## src/ctt_pkg.sv

```systemverilog
package ctt_pkg;

    localparam int ADDR_W = 4;
    localparam int DATA_W = 8;
    localparam int CNT_W = 16;
    localparam int PRE_W = 13;

    // register offsets
    localparam logic [3:0] REG_CTRL_ONE = 4'h0;
    localparam logic [3:0] REG_CTRL_TWO = 4'h1;
    localparam logic [3:0] REG_CMP_A_LO = 4'h2;
    localparam logic [3:0] REG_CMP_A_HI = 4'h3;
    localparam logic [3:0] REG_CMP_B_LO = 4'h4;
    localparam logic [3:0] REG_CMP_B_HI = 4'h5;
    localparam logic [3:0] REG_CMP_C_LO = 4'h6;
    localparam logic [3:0] REG_CMP_C_HI = 4'h7;
    localparam logic [3:0] REG_COUNT_LO = 4'h8;
    localparam logic [3:0] REG_COUNT_HI = 4'h9;
    localparam logic [3:0] REG_STATUS = 4'ha;

    // compare_timer_control_one fields
    localparam int B_START_CONTROL = 0;
    localparam int B_START_SELECT = 1;
    localparam int B_BOTH_EDGES = 2;
    localparam int B_EDGE_SELECT = 3;
    localparam int B_CYCLE_SELECT = 4;
    localparam int B_MODE_PULSE = 5;
    localparam int B_PULSE_OUT_SEL = 6;
    localparam int B_SOFT_RESET = 7;

    // compare_timer_control_two fields
    localparam int B_FF_INIT = 0;
    localparam int B_CLK_SEL_LO = 1;
    localparam int B_REG_COUNT_LO = 4;
    localparam int B_TRIG_DISABLE = 6;

    // status fields
    localparam int B_ST_RUNNING = 0;
    localparam int B_ST_FF = 1;

    localparam logic [7:0] CTRL_ONE_RST = 8'h00;
    localparam logic [7:0] CTRL_TWO_RST = 8'h00;
    localparam logic [15:0] CMP_RST = 16'hffff;
    localparam logic [15:0] CNT_RST = 16'h0000;

    localparam logic [2:0] CLK_UNUSABLE = 3'h6;
    localparam logic [2:0] CLK_PIN = 3'h7;

    localparam logic [1:0] REGS_A = 2'h0;
    localparam logic [1:0] REGS_AB = 2'h1;
    localparam logic [1:0] REGS_ABC = 2'h2;

    typedef enum logic {CTT_STOP, CTT_COUNT} ctt_run_t;

    // divide exponent of each prescaler tap before halving
    function automatic logic [3:0] ctt_tap_shift(input logic [2:0] code);
        logic [3:0] s;
        s = 4'h1;
        unique case (code)
            3'h0: s = 4'hb;
            3'h1: s = 4'h7;
            3'h2: s = 4'h5;
            3'h3: s = 4'h3;
            3'h4: s = 4'h2;
            default: s = 4'h1;
        endcase
        return s;
    endfunction : ctt_tap_shift

endpackage : ctt_pkg

```

## src/ctt_evt_if.sv

```systemverilog
`timescale 1ns/10ps
interface ctt_evt_if;
    logic tick;
    logic act_edge;
    logic opp_edge;
    logic any_edge;
    modport pre (output tick);
    modport edg (output act_edge, output opp_edge, output any_edge);
    modport core (input tick, input act_edge, input opp_edge,
        input any_edge);
endinterface : ctt_evt_if

```

## src/ctt_prescaler.sv

```systemverilog
`timescale 1ns/10ps
module ctt_prescaler
    import ctt_pkg::*;
(
    input wire logic sys_clk_in,
    input wire logic sys_rst_in,
    input wire logic [2:0] clk_sel_in,
    input wire logic halving_in,
    ctt_evt_if.pre evt
);
    logic [PRE_W-1:0] div_q;
    logic [3:0] shift;
    logic [PRE_W-1:0] mask;

    always_ff @(posedge sys_clk_in or posedge sys_rst_in) begin
        if (sys_rst_in) begin
            div_q <= '0;
        end else begin
            div_q <= div_q + 13'h0001;
        end
    end

    // halving moves every tap one divide step slower
    assign shift = 4'(ctt_tap_shift(clk_sel_in) + {3'h0, halving_in});
    assign mask = 13'((13'h0001 << shift) - 13'h0001);
    // no tick for the unusable code or the pin clock
    assign evt.tick = (clk_sel_in < CLK_UNUSABLE) && ((div_q & mask) == mask);
endmodule : ctt_prescaler

```

## src/ctt_edge_detect.sv

```systemverilog
`timescale 1ns/10ps
module ctt_edge_detect
    import ctt_pkg::*;
(
    input wire logic sys_clk_in,
    input wire logic sys_rst_in,
    input wire logic timer_pin_in,
    input wire logic pin_is_input_in,
    input wire logic trig_disable_in,
    input wire logic edge_select_in,
    ctt_evt_if.edg evt
);
    logic level;
    logic prev_q;
    logic rise;
    logic fall;

    // a disabled or output-configured pin reads as constant 0
    assign level = timer_pin_in & pin_is_input_in & ~trig_disable_in;

    always_ff @(posedge sys_clk_in or posedge sys_rst_in) begin
        if (sys_rst_in) begin
            prev_q <= 1'b0;
        end else begin
            prev_q <= level;
        end
    end

    assign rise = level & ~prev_q;
    assign fall = ~level & prev_q;
    assign evt.act_edge = edge_select_in ? fall : rise;
    assign evt.opp_edge = edge_select_in ? rise : fall;
    assign evt.any_edge = rise | fall;
endmodule : ctt_edge_detect

```

## src/ctt_timer.sv

```systemverilog
// The implementer's own choices: strobed register access and the register offsets.
`timescale 1ns/10ps
module ctt_timer
    import ctt_pkg::*;
(
    input wire logic sys_clk_in,
    input wire logic sys_rst_in,
    input wire logic [ADDR_W-1:0] reg_addr_in,
    input wire logic [DATA_W-1:0] reg_wdata_in,
    input wire logic reg_wr_in,
    input wire logic reg_rd_in,
    output logic [DATA_W-1:0] reg_rdata_out,
    input wire logic prescaler_halving_in,
    input wire logic timer_pin_in,
    input wire logic pin_is_input_in,
    output logic timer_match_irq_out,
    output logic timer_ff_out
);
    logic [7:0] ctrl_one_q;
    logic [7:0] ctrl_two_q;
    logic [7:0] stage_q;
    logic [CNT_W-1:0] cmp_a_q;
    logic [CNT_W-1:0] cmp_b_q;
    logic [CNT_W-1:0] cmp_c_q;
    logic [CNT_W-1:0] cnt_q;
    logic [CNT_W-1:0] cnt_d;
    ctt_run_t run_q;
    ctt_run_t run_d;
    logic irq_q;
    logic irq_d;
    logic ff_q;
    logic ff_d;
    logic [7:0] rdata_q;

    ctt_evt_if evt ();

    wire start_on = ctrl_one_q[B_START_CONTROL];
    wire trig_start = ctrl_one_q[B_START_SELECT];
    wire both_edges = trig_start & ctrl_one_q[B_BOTH_EDGES];
    wire one_shot = ctrl_one_q[B_CYCLE_SELECT];
    wire mode_pulse = ctrl_one_q[B_MODE_PULSE];
    wire [2:0] clk_sel = ctrl_two_q[B_CLK_SEL_LO +: 3];
    wire [1:0] reg_count = ctrl_two_q[B_REG_COUNT_LO +: 2];
    wire pin_clock = (clk_sel == CLK_PIN) && !mode_pulse;

    wire wr_one = reg_wr_in && (reg_addr_in == REG_CTRL_ONE);
    wire wr_two = reg_wr_in && (reg_addr_in == REG_CTRL_TWO);
    wire soft_rst = wr_one && reg_wdata_in[B_SOFT_RESET];
    wire wr_lo = reg_wr_in && ((reg_addr_in == REG_CMP_A_LO)
        || (reg_addr_in == REG_CMP_B_LO) || (reg_addr_in == REG_CMP_C_LO));
    wire [15:0] wr_word = {reg_wdata_in, stage_q};
    wire b_open = mode_pulse && ((reg_count == REGS_AB)
        || (reg_count == REGS_ABC));
    wire c_open = mode_pulse && (reg_count == REGS_ABC);
    wire wr_a = reg_wr_in && (reg_addr_in == REG_CMP_A_HI);
    wire wr_b = reg_wr_in && (reg_addr_in == REG_CMP_B_HI) && b_open;
    wire wr_c = reg_wr_in && (reg_addr_in == REG_CMP_C_HI) && c_open;

    // last register in use ends the period; timer modes only use A
    wire [CNT_W-1:0] last_cmp = !mode_pulse ? cmp_a_q :
        (reg_count == REGS_ABC) ? cmp_c_q :
        (reg_count == REGS_AB) ? cmp_b_q : cmp_a_q;
    wire cnt_en = pin_clock ? evt.act_edge : evt.tick;
    wire counting = (run_q == CTT_COUNT) && cnt_en;
    wire hit_last = counting && (cnt_q == last_cmp);
    wire hit_mid = counting && mode_pulse && (reg_count != REGS_A)
        && ((cnt_q == cmp_a_q) || (b_open && c_open && cnt_q == cmp_b_q));

    ctt_prescaler u_pre (
        .sys_clk_in(sys_clk_in),
        .sys_rst_in(sys_rst_in),
        .clk_sel_in(clk_sel),
        .halving_in(prescaler_halving_in),
        .evt(evt.pre)
    );

    ctt_edge_detect u_edge (
        .sys_clk_in(sys_clk_in),
        .sys_rst_in(sys_rst_in),
        .timer_pin_in(timer_pin_in),
        .pin_is_input_in(pin_is_input_in),
        .trig_disable_in(ctrl_two_q[B_TRIG_DISABLE]),
        .edge_select_in(ctrl_one_q[B_EDGE_SELECT]),
        .evt(evt.edg)
    );

    always_comb begin
        run_d = run_q;
        cnt_d = cnt_q;
        // a match in the reset cycle still raises its interrupt
        irq_d = hit_last;
        ff_d = ff_q;
        if (hit_last || hit_mid) begin
            ff_d = mode_pulse ? ~ff_q : ff_q;
        end
        if (!start_on) begin
            run_d = CTT_STOP;
            cnt_d = CNT_RST;
        end else if (trig_start) begin
            if (evt.act_edge) begin
                // successive mode: a trigger while running stops it
                if (run_q == CTT_COUNT && !one_shot) begin
                    run_d = CTT_STOP;
                end else begin
                    run_d = CTT_COUNT;
                end
                cnt_d = CNT_RST;
            end else if (both_edges && evt.opp_edge) begin
                run_d = CTT_STOP;
                cnt_d = CNT_RST;
            end else if (hit_last) begin
                cnt_d = CNT_RST;
                run_d = one_shot ? CTT_STOP : CTT_COUNT;
            end else if (counting) begin
                cnt_d = cnt_q + 16'h0001;
            end
        end else begin
            run_d = CTT_COUNT;
            if (evt.any_edge && !pin_clock) begin
                cnt_d = CNT_RST;
            end else if (hit_last) begin
                cnt_d = CNT_RST;
            end else if (counting) begin
                cnt_d = cnt_q + 16'h0001;
            end
        end
        if (wr_two) begin
            ff_d = reg_wdata_in[B_FF_INIT];
        end
        if (soft_rst) begin
            run_d = CTT_STOP;
            cnt_d = CNT_RST;
            ff_d = 1'b0;
        end
    end

    always_ff @(posedge sys_clk_in or posedge sys_rst_in) begin
        if (sys_rst_in) begin
            run_q <= CTT_STOP;
            cnt_q <= CNT_RST;
            irq_q <= 1'b0;
            ff_q <= 1'b0;
        end else begin
            run_q <= run_d;
            cnt_q <= cnt_d;
            irq_q <= irq_d;
            ff_q <= ff_d;
        end
    end

    // control registers; the soft reset bit is never stored
    always_ff @(posedge sys_clk_in or posedge sys_rst_in) begin
        if (sys_rst_in) begin
            ctrl_one_q <= CTRL_ONE_RST;
            ctrl_two_q <= CTRL_TWO_RST;
        end else if (soft_rst) begin
            ctrl_one_q <= CTRL_ONE_RST;
            ctrl_two_q <= CTRL_TWO_RST;
        end else begin
            if (wr_one) begin
                ctrl_one_q <= reg_wdata_in & 8'h7f;
            end
            if (wr_two) begin
                ctrl_two_q <= reg_wdata_in;
            end
        end
    end

    // compare values survive soft reset so software need not reload them
    always_ff @(posedge sys_clk_in or posedge sys_rst_in) begin
        if (sys_rst_in) begin
            stage_q <= 8'h00;
            cmp_a_q <= CMP_RST;
            cmp_b_q <= CMP_RST;
            cmp_c_q <= CMP_RST;
        end else begin
            if (wr_lo) begin
                stage_q <= reg_wdata_in;
            end
            if (wr_a) begin
                cmp_a_q <= wr_word;
            end
            if (wr_b) begin
                cmp_b_q <= wr_word;
            end
            if (wr_c) begin
                cmp_c_q <= wr_word;
            end
        end
    end

    wire [7:0] status = {6'h00, ff_q, run_q == CTT_COUNT};
    wire [7:0] rd_mux =
        (reg_addr_in == REG_CTRL_ONE) ? ctrl_one_q :
        (reg_addr_in == REG_CTRL_TWO) ? ctrl_two_q :
        (reg_addr_in == REG_COUNT_LO) ? cnt_q[7:0] :
        (reg_addr_in == REG_COUNT_HI) ? cnt_q[15:8] :
        (reg_addr_in == REG_STATUS) ? status : 8'h00;

    // read data stand only in the cycle after the strobe
    always_ff @(posedge sys_clk_in or posedge sys_rst_in) begin
        if (sys_rst_in) begin
            rdata_q <= 8'h00;
        end else begin
            rdata_q <= reg_rd_in ? rd_mux : 8'h00;
        end
    end

    assign reg_rdata_out = rdata_q;
    assign timer_match_irq_out = irq_q;
    assign timer_ff_out = ff_q;
endmodule : ctt_timer

```

## config.mk

```make
export PLATFORM = sky130hd
export DESIGN_NAME = ctt_timer
export DESIGN_NICKNAME = d
export VERILOG_FILES = /design/src/ctt_pkg.sv /design/src/ctt_evt_if.sv /design/src/ctt_prescaler.sv /design/src/ctt_edge_detect.sv /design/src/ctt_timer.sv
export SDC_FILE = /design/constraint.sdc
export NUM_CORES = 1
export LEC_CHECK = 0
export ABC_CLOCK_PERIOD_IN_PS = 7190
export BUFFER_PORTS_ARGS = -buffer_cell sky130_fd_sc_hd__buf_2
export CAP_MARGIN = 10
export CORE_ASPECT_RATIO = 0.8
export CORE_MARGIN = 4
export CORE_UTILIZATION = 54
export DETAILED_ROUTE_END_ITERATION = 6
export PLACE_DENSITY_LB_ADDON = 0.05
export SLEW_MARGIN = 10
export SYNTH_ARGS = -nofsm -noshare
export SYNTH_HDL_FRONTEND = slang
export SYNTH_SLANG_ARGS = --single-unit
```

## constraint.sdc

```tcl
create_clock -name sys_clk_in -period 7.19 [get_ports sys_clk_in]
set_input_delay 0.719 -clock sys_clk_in [delete_from_list [all_inputs] [get_ports sys_clk_in]]
set_output_delay 0.719 -clock sys_clk_in [all_outputs]
set_load 0.01 [all_outputs]
```

# Yosys cells after proc, flatten, opt, wreduce, memory -nomap -nowiden
# Cells that the tools add are included.
# op_classes
n_addsub,4
order_cmp,1
n_eq_ne,22
n_shift,1
n_mux,37
bitwise,11
n_reduce_logical,39
# op_table
cell,count
2-to-1 mux 16 bit,11
2-to-1 mux 8 bit,9
equality test 16 bit,3
logical AND 1 bit,23
case mux 4 bit (5 select lines),1
"adder 16 x 1 -> 16 bit, second input constant",1
"equality test 4 x 3 -> 1 bit, second input constant",4
2-to-1 mux 1 bit,15
"adder 13 x 1 -> 13 bit, second input constant",1
AND 13 bit,1
equality test 13 bit,1
"<< shifter 1 x 4 -> 13 bit, first input constant",1
"subtractor 13 x 1 -> 13 bit, second input constant",1
"equality test 4 bit, second input constant",3
"equality test 4 x 2 -> 1 bit, second input constant",2
"equality test 3 x 2 -> 1 bit, second input constant",2
"equality test 3 bit, second input constant",2
"inequality test 6 x 2 -> 1 bit, second input constant",1
nonzero test 2 bit,3
nonzero test 3 bit,2
AND 1 bit,5
logical OR 1 bit,5
adder 4 x 1 -> 4 bit,1
"equality test 4 x 1 -> 1 bit, second input constant",1
11 further kinds,16
# totals
regBits,113
inputBits,19
output_inout_bits,10
elab_cells,128

# Longest topological paths before layout
# logic_depth
ltp_word,17
mapped_depth,21
ltp_nobuf,18

# Hierarchy
# From an unflattened synthesis, not the netlist that was laid out.
# unflattened
cells_unflattened,610
hier_area_um2,6498.7
# by_module_without_submodules
mod,n_inst,cells_each,area_per_inst_um2,seq_area_each_um2
ctt_timer,1,470,5258.8,2512.4
ctt_prescaler,1,130,1139.8,325.3
ctt_edge_detect,1,10,100.1,25.0

# Worst setup path before layout
# OpenSTA, ideal clock, no wires.
# synth_timing
path_kind,register to register
from,register ctrl_two_q[1]
to,register cnt_q[5]
setup_time_ns,0.072
arrival_time_ns,3.964
required_time_ns,7.118
path_slack_ns,3.155
path_stages_with_launch,17
path_buffers,4
period_less_slack_ns,4.035
cell_sequence,dfrtp_1 -> buf_4 -> or3_1 -> ha_1 -> ha_1 -> clkbuf_1 -> nand3b_1 -> ha_1 -> clkbuf_1 -> or4b_1 -> mux2i_1 -> nor4_2 -> a21oi_4 -> nor2b_2 -> a2111o_2 -> buf_6 -> nor2_1
# synth_between
elab_chain_cells,17
elab_cells_between_ends,28
cone_classes,2 x add/sub; 1 x order compare; 6 x eq/ne; 1 x shift; 10 x mux; 1 x bitwise; 7 x reduce/logical
# synth_rtl
item,line,source
"start, declared",ctt_timer.sv:20,logic [7:0] ctrl_two_q;
"start signal, assigned",ctt_timer.sv:164,ctrl_two_q <= reg_wdata_in;
"equality test 3 bit, or another cell as far along",ctt_pkg.sv:59,unique case (code)
case mux 4 bit (5 select lines),ctt_pkg.sv:59,
adder 4 x 1 -> 4 bit,ctt_prescaler.sv:24,"assign shift = 4'(ctt_tap_shift(clk_sel_in) + {3'h0, halving_in});"
<< shifter 1 x 4 -> 13 bit,ctt_prescaler.sv:25,assign mask = 13'((13'h0001 << shift) - 13'h0001);
subtractor 13 x 1 -> 13 bit,ctt_prescaler.sv:25,
AND 13 bit,ctt_prescaler.sv:27,assign evt.tick = (clk_sel_in < CLK_UNUSABLE) && ((div_q & mask) == mask);
equality test 13 bit,ctt_prescaler.sv:27,
logical AND 1 bit,ctt_prescaler.sv:27,
[... 3 more ...],-,
named net hit_last,ctt_timer.sv:65,wire hit_last = counting && (cnt_q == last_cmp);
2-to-1 mux 16 bit (*),"ctt_timer.sv:111, ctt_timer.sv:121",
2-to-1 mux 16 bit,ctt_timer.sv:108,end else if (both_edges && evt.opp_edge) begin
2-to-1 mux 16 bit,ctt_timer.sv:100,if (evt.act_edge) begin
2-to-1 mux 16 bit (*),ctt_timer.sv:99,end else if (trig_start) begin
2-to-1 mux 16 bit (*),ctt_timer.sv:96,if (!start_on) begin
2-to-1 mux 16 bit (*),ctt_timer.sv:130,if (soft_rst) begin
named net cnt_d[5],ctt_timer.sv:26,logic [CNT_W-1:0] cnt_d;
"end signal, assigned",ctt_timer.sv:145,cnt_q <= cnt_d;
"end, declared",ctt_timer.sv:25,logic [CNT_W-1:0] cnt_q;
# The timed path passes the listed nets; every way through them passes the cells marked *.
# A chain may end at the register's enable or synchronous reset.

# Worst setup path in the final report
# layout_timing
from,register ctrl_two_q[3]
to,register cnt_q[1]
# The elaborated chain is that of the path after synthesis.

==> run summary <==
Synth top area share = 24.6%
drt via density = 6.01
Port Buffers = 28
Setup-failing EPs final = 0
synthesized flop and latch total = 112
Logic pwr share = 25.1%
CP Cell Sequence = inv_2 -> or3_1 -> ha_1 -> ha_1 -> nor2_1 -> nand4_1 -> ha_1 -> or4_1 -> a31oi_1 -> a221o_1 -> a221oi_2 -> a21oi_4 -> nor2b_2 -> a2111o_2 -> a21oi_1
WL final = 16600 µm
RD Place Congestion = 0.884
Skew-Pair Late Insertion Delay = 0.36 ns
final worst setup slack = 2.00 ns
Initial Util = 55.8%
Total Routing Usage GR = 25.2%
Async S/R FF share, synth = 100%
vias in the first global route = 4814
largest cells by area after synthesis = dfrtp_1, dfstp_2, mux2_2
Vias = 4824
Setup crit start kind = flip-flop
RSZ-0062 raised after global routing = false
Die Span Y = 106 µm
Net Switching = 0.562 mW
Yosys Warn Count = 0
crit-path max FO = 18
Mapped Nets = 675
P_leak = 2.82 nW
synth unique cells = 69
clock sinks = 112
row count = 35
CTS Buf Count = 9
largest area contributor in the netlist = dfrtp_1
worst vdd ir = 0.140 mV
Remaining Overflow, GRT = 0
Int Pwr = 1.15 mW
Worst Skew = 0.0127 ns
DR iter-0 viols = 407
sequential share of power = 46.3%
final hold violations = 0
nets@finish = 678
Syn Inst Count = 646
fin crit share = 72.1%
# hold bufs at CTS = 0
number of antenna diodes = 0
count leader, synth = dfrtp_1
Worst EP arrival = 5.46 ns
I/O pin cnt = 29
share of cells above drive strength 1 = 26.8%
largest buffer count on any clock path = 2
dpl ws = 2.11 ns
WP data required = 7.46 ns
cell mode on critical path = ha_1
f_max = 0.193 GHz
Post-synth EDFFs = 0
core area = 0.0116 mm²
Mean Syn Cell Area = 10.1 µm²
FILL cells = 971
max_slew headroom = 47.8%
die area = 0.0139 mm²
Worst path slowest cell = dfrtp_1
pwr dens = 245 mW/mm²
Setup CP Type = reg2reg
TritonCTS clock tree = yes
Slew Viols, Final = 0
global-route wire length before repair = 26900 µm
status = completed
largest net degree at the start of global routing = 64
layout overhead on the synthesized area = 7.25%
synthesized cell area = 0.00650 mm²
Final ANT Viol Nets = 0
DPL Wire Length = 11800 µm
routed len/inst = 20.7 µm
Synth top cells by count = dfrtp_1, xnor2_1, mux2_2, nand2_1, dfstp_2
Worst Tran Pin Value = 0.781 ns
CP Capture Type = flip-flop
cts repair resizes = 0
antenna violations before repair = 0
minimum clock period = 5.19 ns
root buffer cell = clkbuf_16
hold crit path type = in2async
Synth Flop Type = dfrtp_1
switch share = 32.8%
register area share after synthesis = 44.0%
Worst-path clk slew = 0.08 ns
Chip Width = 131 µm
max_cap viols = 0
drt drc = 0
H-tree depth reported by CTS = 3
setup TNS = 0 ns
CP max stage delay = 0.76 ns
clock network fraction of design power = 28.5%
setup bufs post-CTS = 0
TritonRoute pass-1 iters = 5
-- cell usage in the layout (no fill, tap or decap), types with 8 or more instances in the layout --
| cell | Yosys | routed |
|---|---|---|
| a21oi_1 | 23 | 23 |
| buf_2 | 5 | 28 |
| clkbuf_16 | 0 | 9 |
| dfrtp_1 | 64 | 64 |
| dfstp_2 | 48 | 48 |
| ha_1 | 10 | 10 |
| inv_1 | 18 | 17 |
| mux2_2 | 56 | 56 |
| mux2i_1 | 12 | 12 |
| nand2_1 | 55 | 55 |
| nand2b_1 | 9 | 9 |
| nand3_1 | 14 | 14 |
| nand4_1 | 15 | 15 |
| nor2_1 | 47 | 47 |
| nor2b_1 | 8 | 8 |
| nor3_1 | 10 | 9 |
| nor4_1 | 8 | 8 |
| o21ai_0 | 20 | 20 |
| o22ai_1 | 23 | 23 |
| o2bb2ai_1 | 10 | 10 |
| xnor2_1 | 58 | 58 |
| xor2_1 | 17 | 17 |
-- final timing paths --
check                                     start          endpoint  slack [ns]  cells past startpoint
worst max register to register    ctrl_two_q[3]          cnt_q[1]        2.00                     15
max in group asynchronous            sys_rst_in  reg_rdata_out[7]        5.54                      3
worst min-delay path                 sys_rst_in    u_pre.div_q[5]        0.44                      2
min in group sys_clk_in         u_pre.div_q[10]   u_pre.div_q[10]        0.50                      1
worst max-delay path              ctrl_two_q[3]          cnt_q[1]        2.00                     15
worst min register to register  u_pre.div_q[10]   u_pre.div_q[10]        0.50                      1
-- power by group through the flow --
stage	Sequential (mW)	Combinational, mW	Clock (mW)
3_5_place_dp	0.803	0.423	0
2_1_floorplan	0.771	0.343	0
3_3_place_gp	0.798	0.421	0
6_report	0.793	0.430	0.488
4_1_cts	0.791	0.426	0.498
5_1_grt	0.804	0.474	0.527
-- final cells by class --
class                   instances  area, µm²  area share (%)
repair buffers                 34        185            2.65
flip-flops and latches        112       2860            41.0
well taps                     148        185            2.65
clock inverters                 7       58.8           0.843
multi-input cells             473       3380            48.5
clock buffers                   9        225            3.23
inverters                      19       73.8            1.06
-- worst max-delay path: cells and delay by family, from the launching register on --
family                     cells  cell delay [ns]
AOI/OAI and AO/OA              6             1.81
and+or+nand+nor                5             1.36
adders and majority gates      3             1.11
DFF                            1             0.76
buffers and inverters          1             0.07
-- cells by family (layout without fill, tap and decap cells) --
logic type / count (synthesis) / in the layout / share of synthesized area, %
AOI/OAI and AO/OA: 110 / 110 / 11.4
xor gates and xnor gates: 76 / 76 / 10.4
and+or+nand+nor: 209 / 209 / 16.7
buffers and inverters: 61 / 69 / 4.02
adders and majority gates: 10 / 10 / 1.92
muxes: 68 / 68 / 11.5
DFF: 112 / 112 / 44.0
-- flip-flops by register name, indices dropped and copies added, names as in the netlist --
| name | count |
|---|---|
| cmp_a_q | 16 |
| cmp_b_q | 16 |
| cmp_c_q | 16 |
| cnt_q | 16 |
| ctrl_one_q | 7 |
| ctrl_two_q | 8 |
| reg_rdata_out | 8 |
| run_q | 1 |
| stage_q | 8 |
| timer_ff_out | 1 |
| timer_match_irq_out | 1 |
| u_edge.prev_q | 1 |
| u_pre.div_q | 13 |
-- per-stage QoR --
| stage | hold slack (ns) | util (%) | area, µm² | power [mW] | instances |
|---|---|---|---|---|---|
| floorplan | 0.449 | - | 6500 | 1.11 | 646 |
| global placement | 0.477 | 57.4 | 6690 | 1.22 | 786 |
| detailed placement | 0.489 | 57.4 | 6690 | 1.23 | 786 |
| CTS | 0.455 | 59.9 | 6980 | 1.72 | 802 |
| global route | 0.494 | 59.9 | 6980 | 1.81 | 802 |
| finish | 0.441 | 59.9 | 6980 | 1.71 | 802 |
-- per-layer routing --
layer,vias to the layer above,global-route usage (%),wire (µm)
met3,18,5.98,1210
met1,2370,38.9,8050
li1,2286,-,-
met5,-,0,0
met4,0,6.68,324
met2,150,35.2,7000
Power figures use the tool's default switching activity.
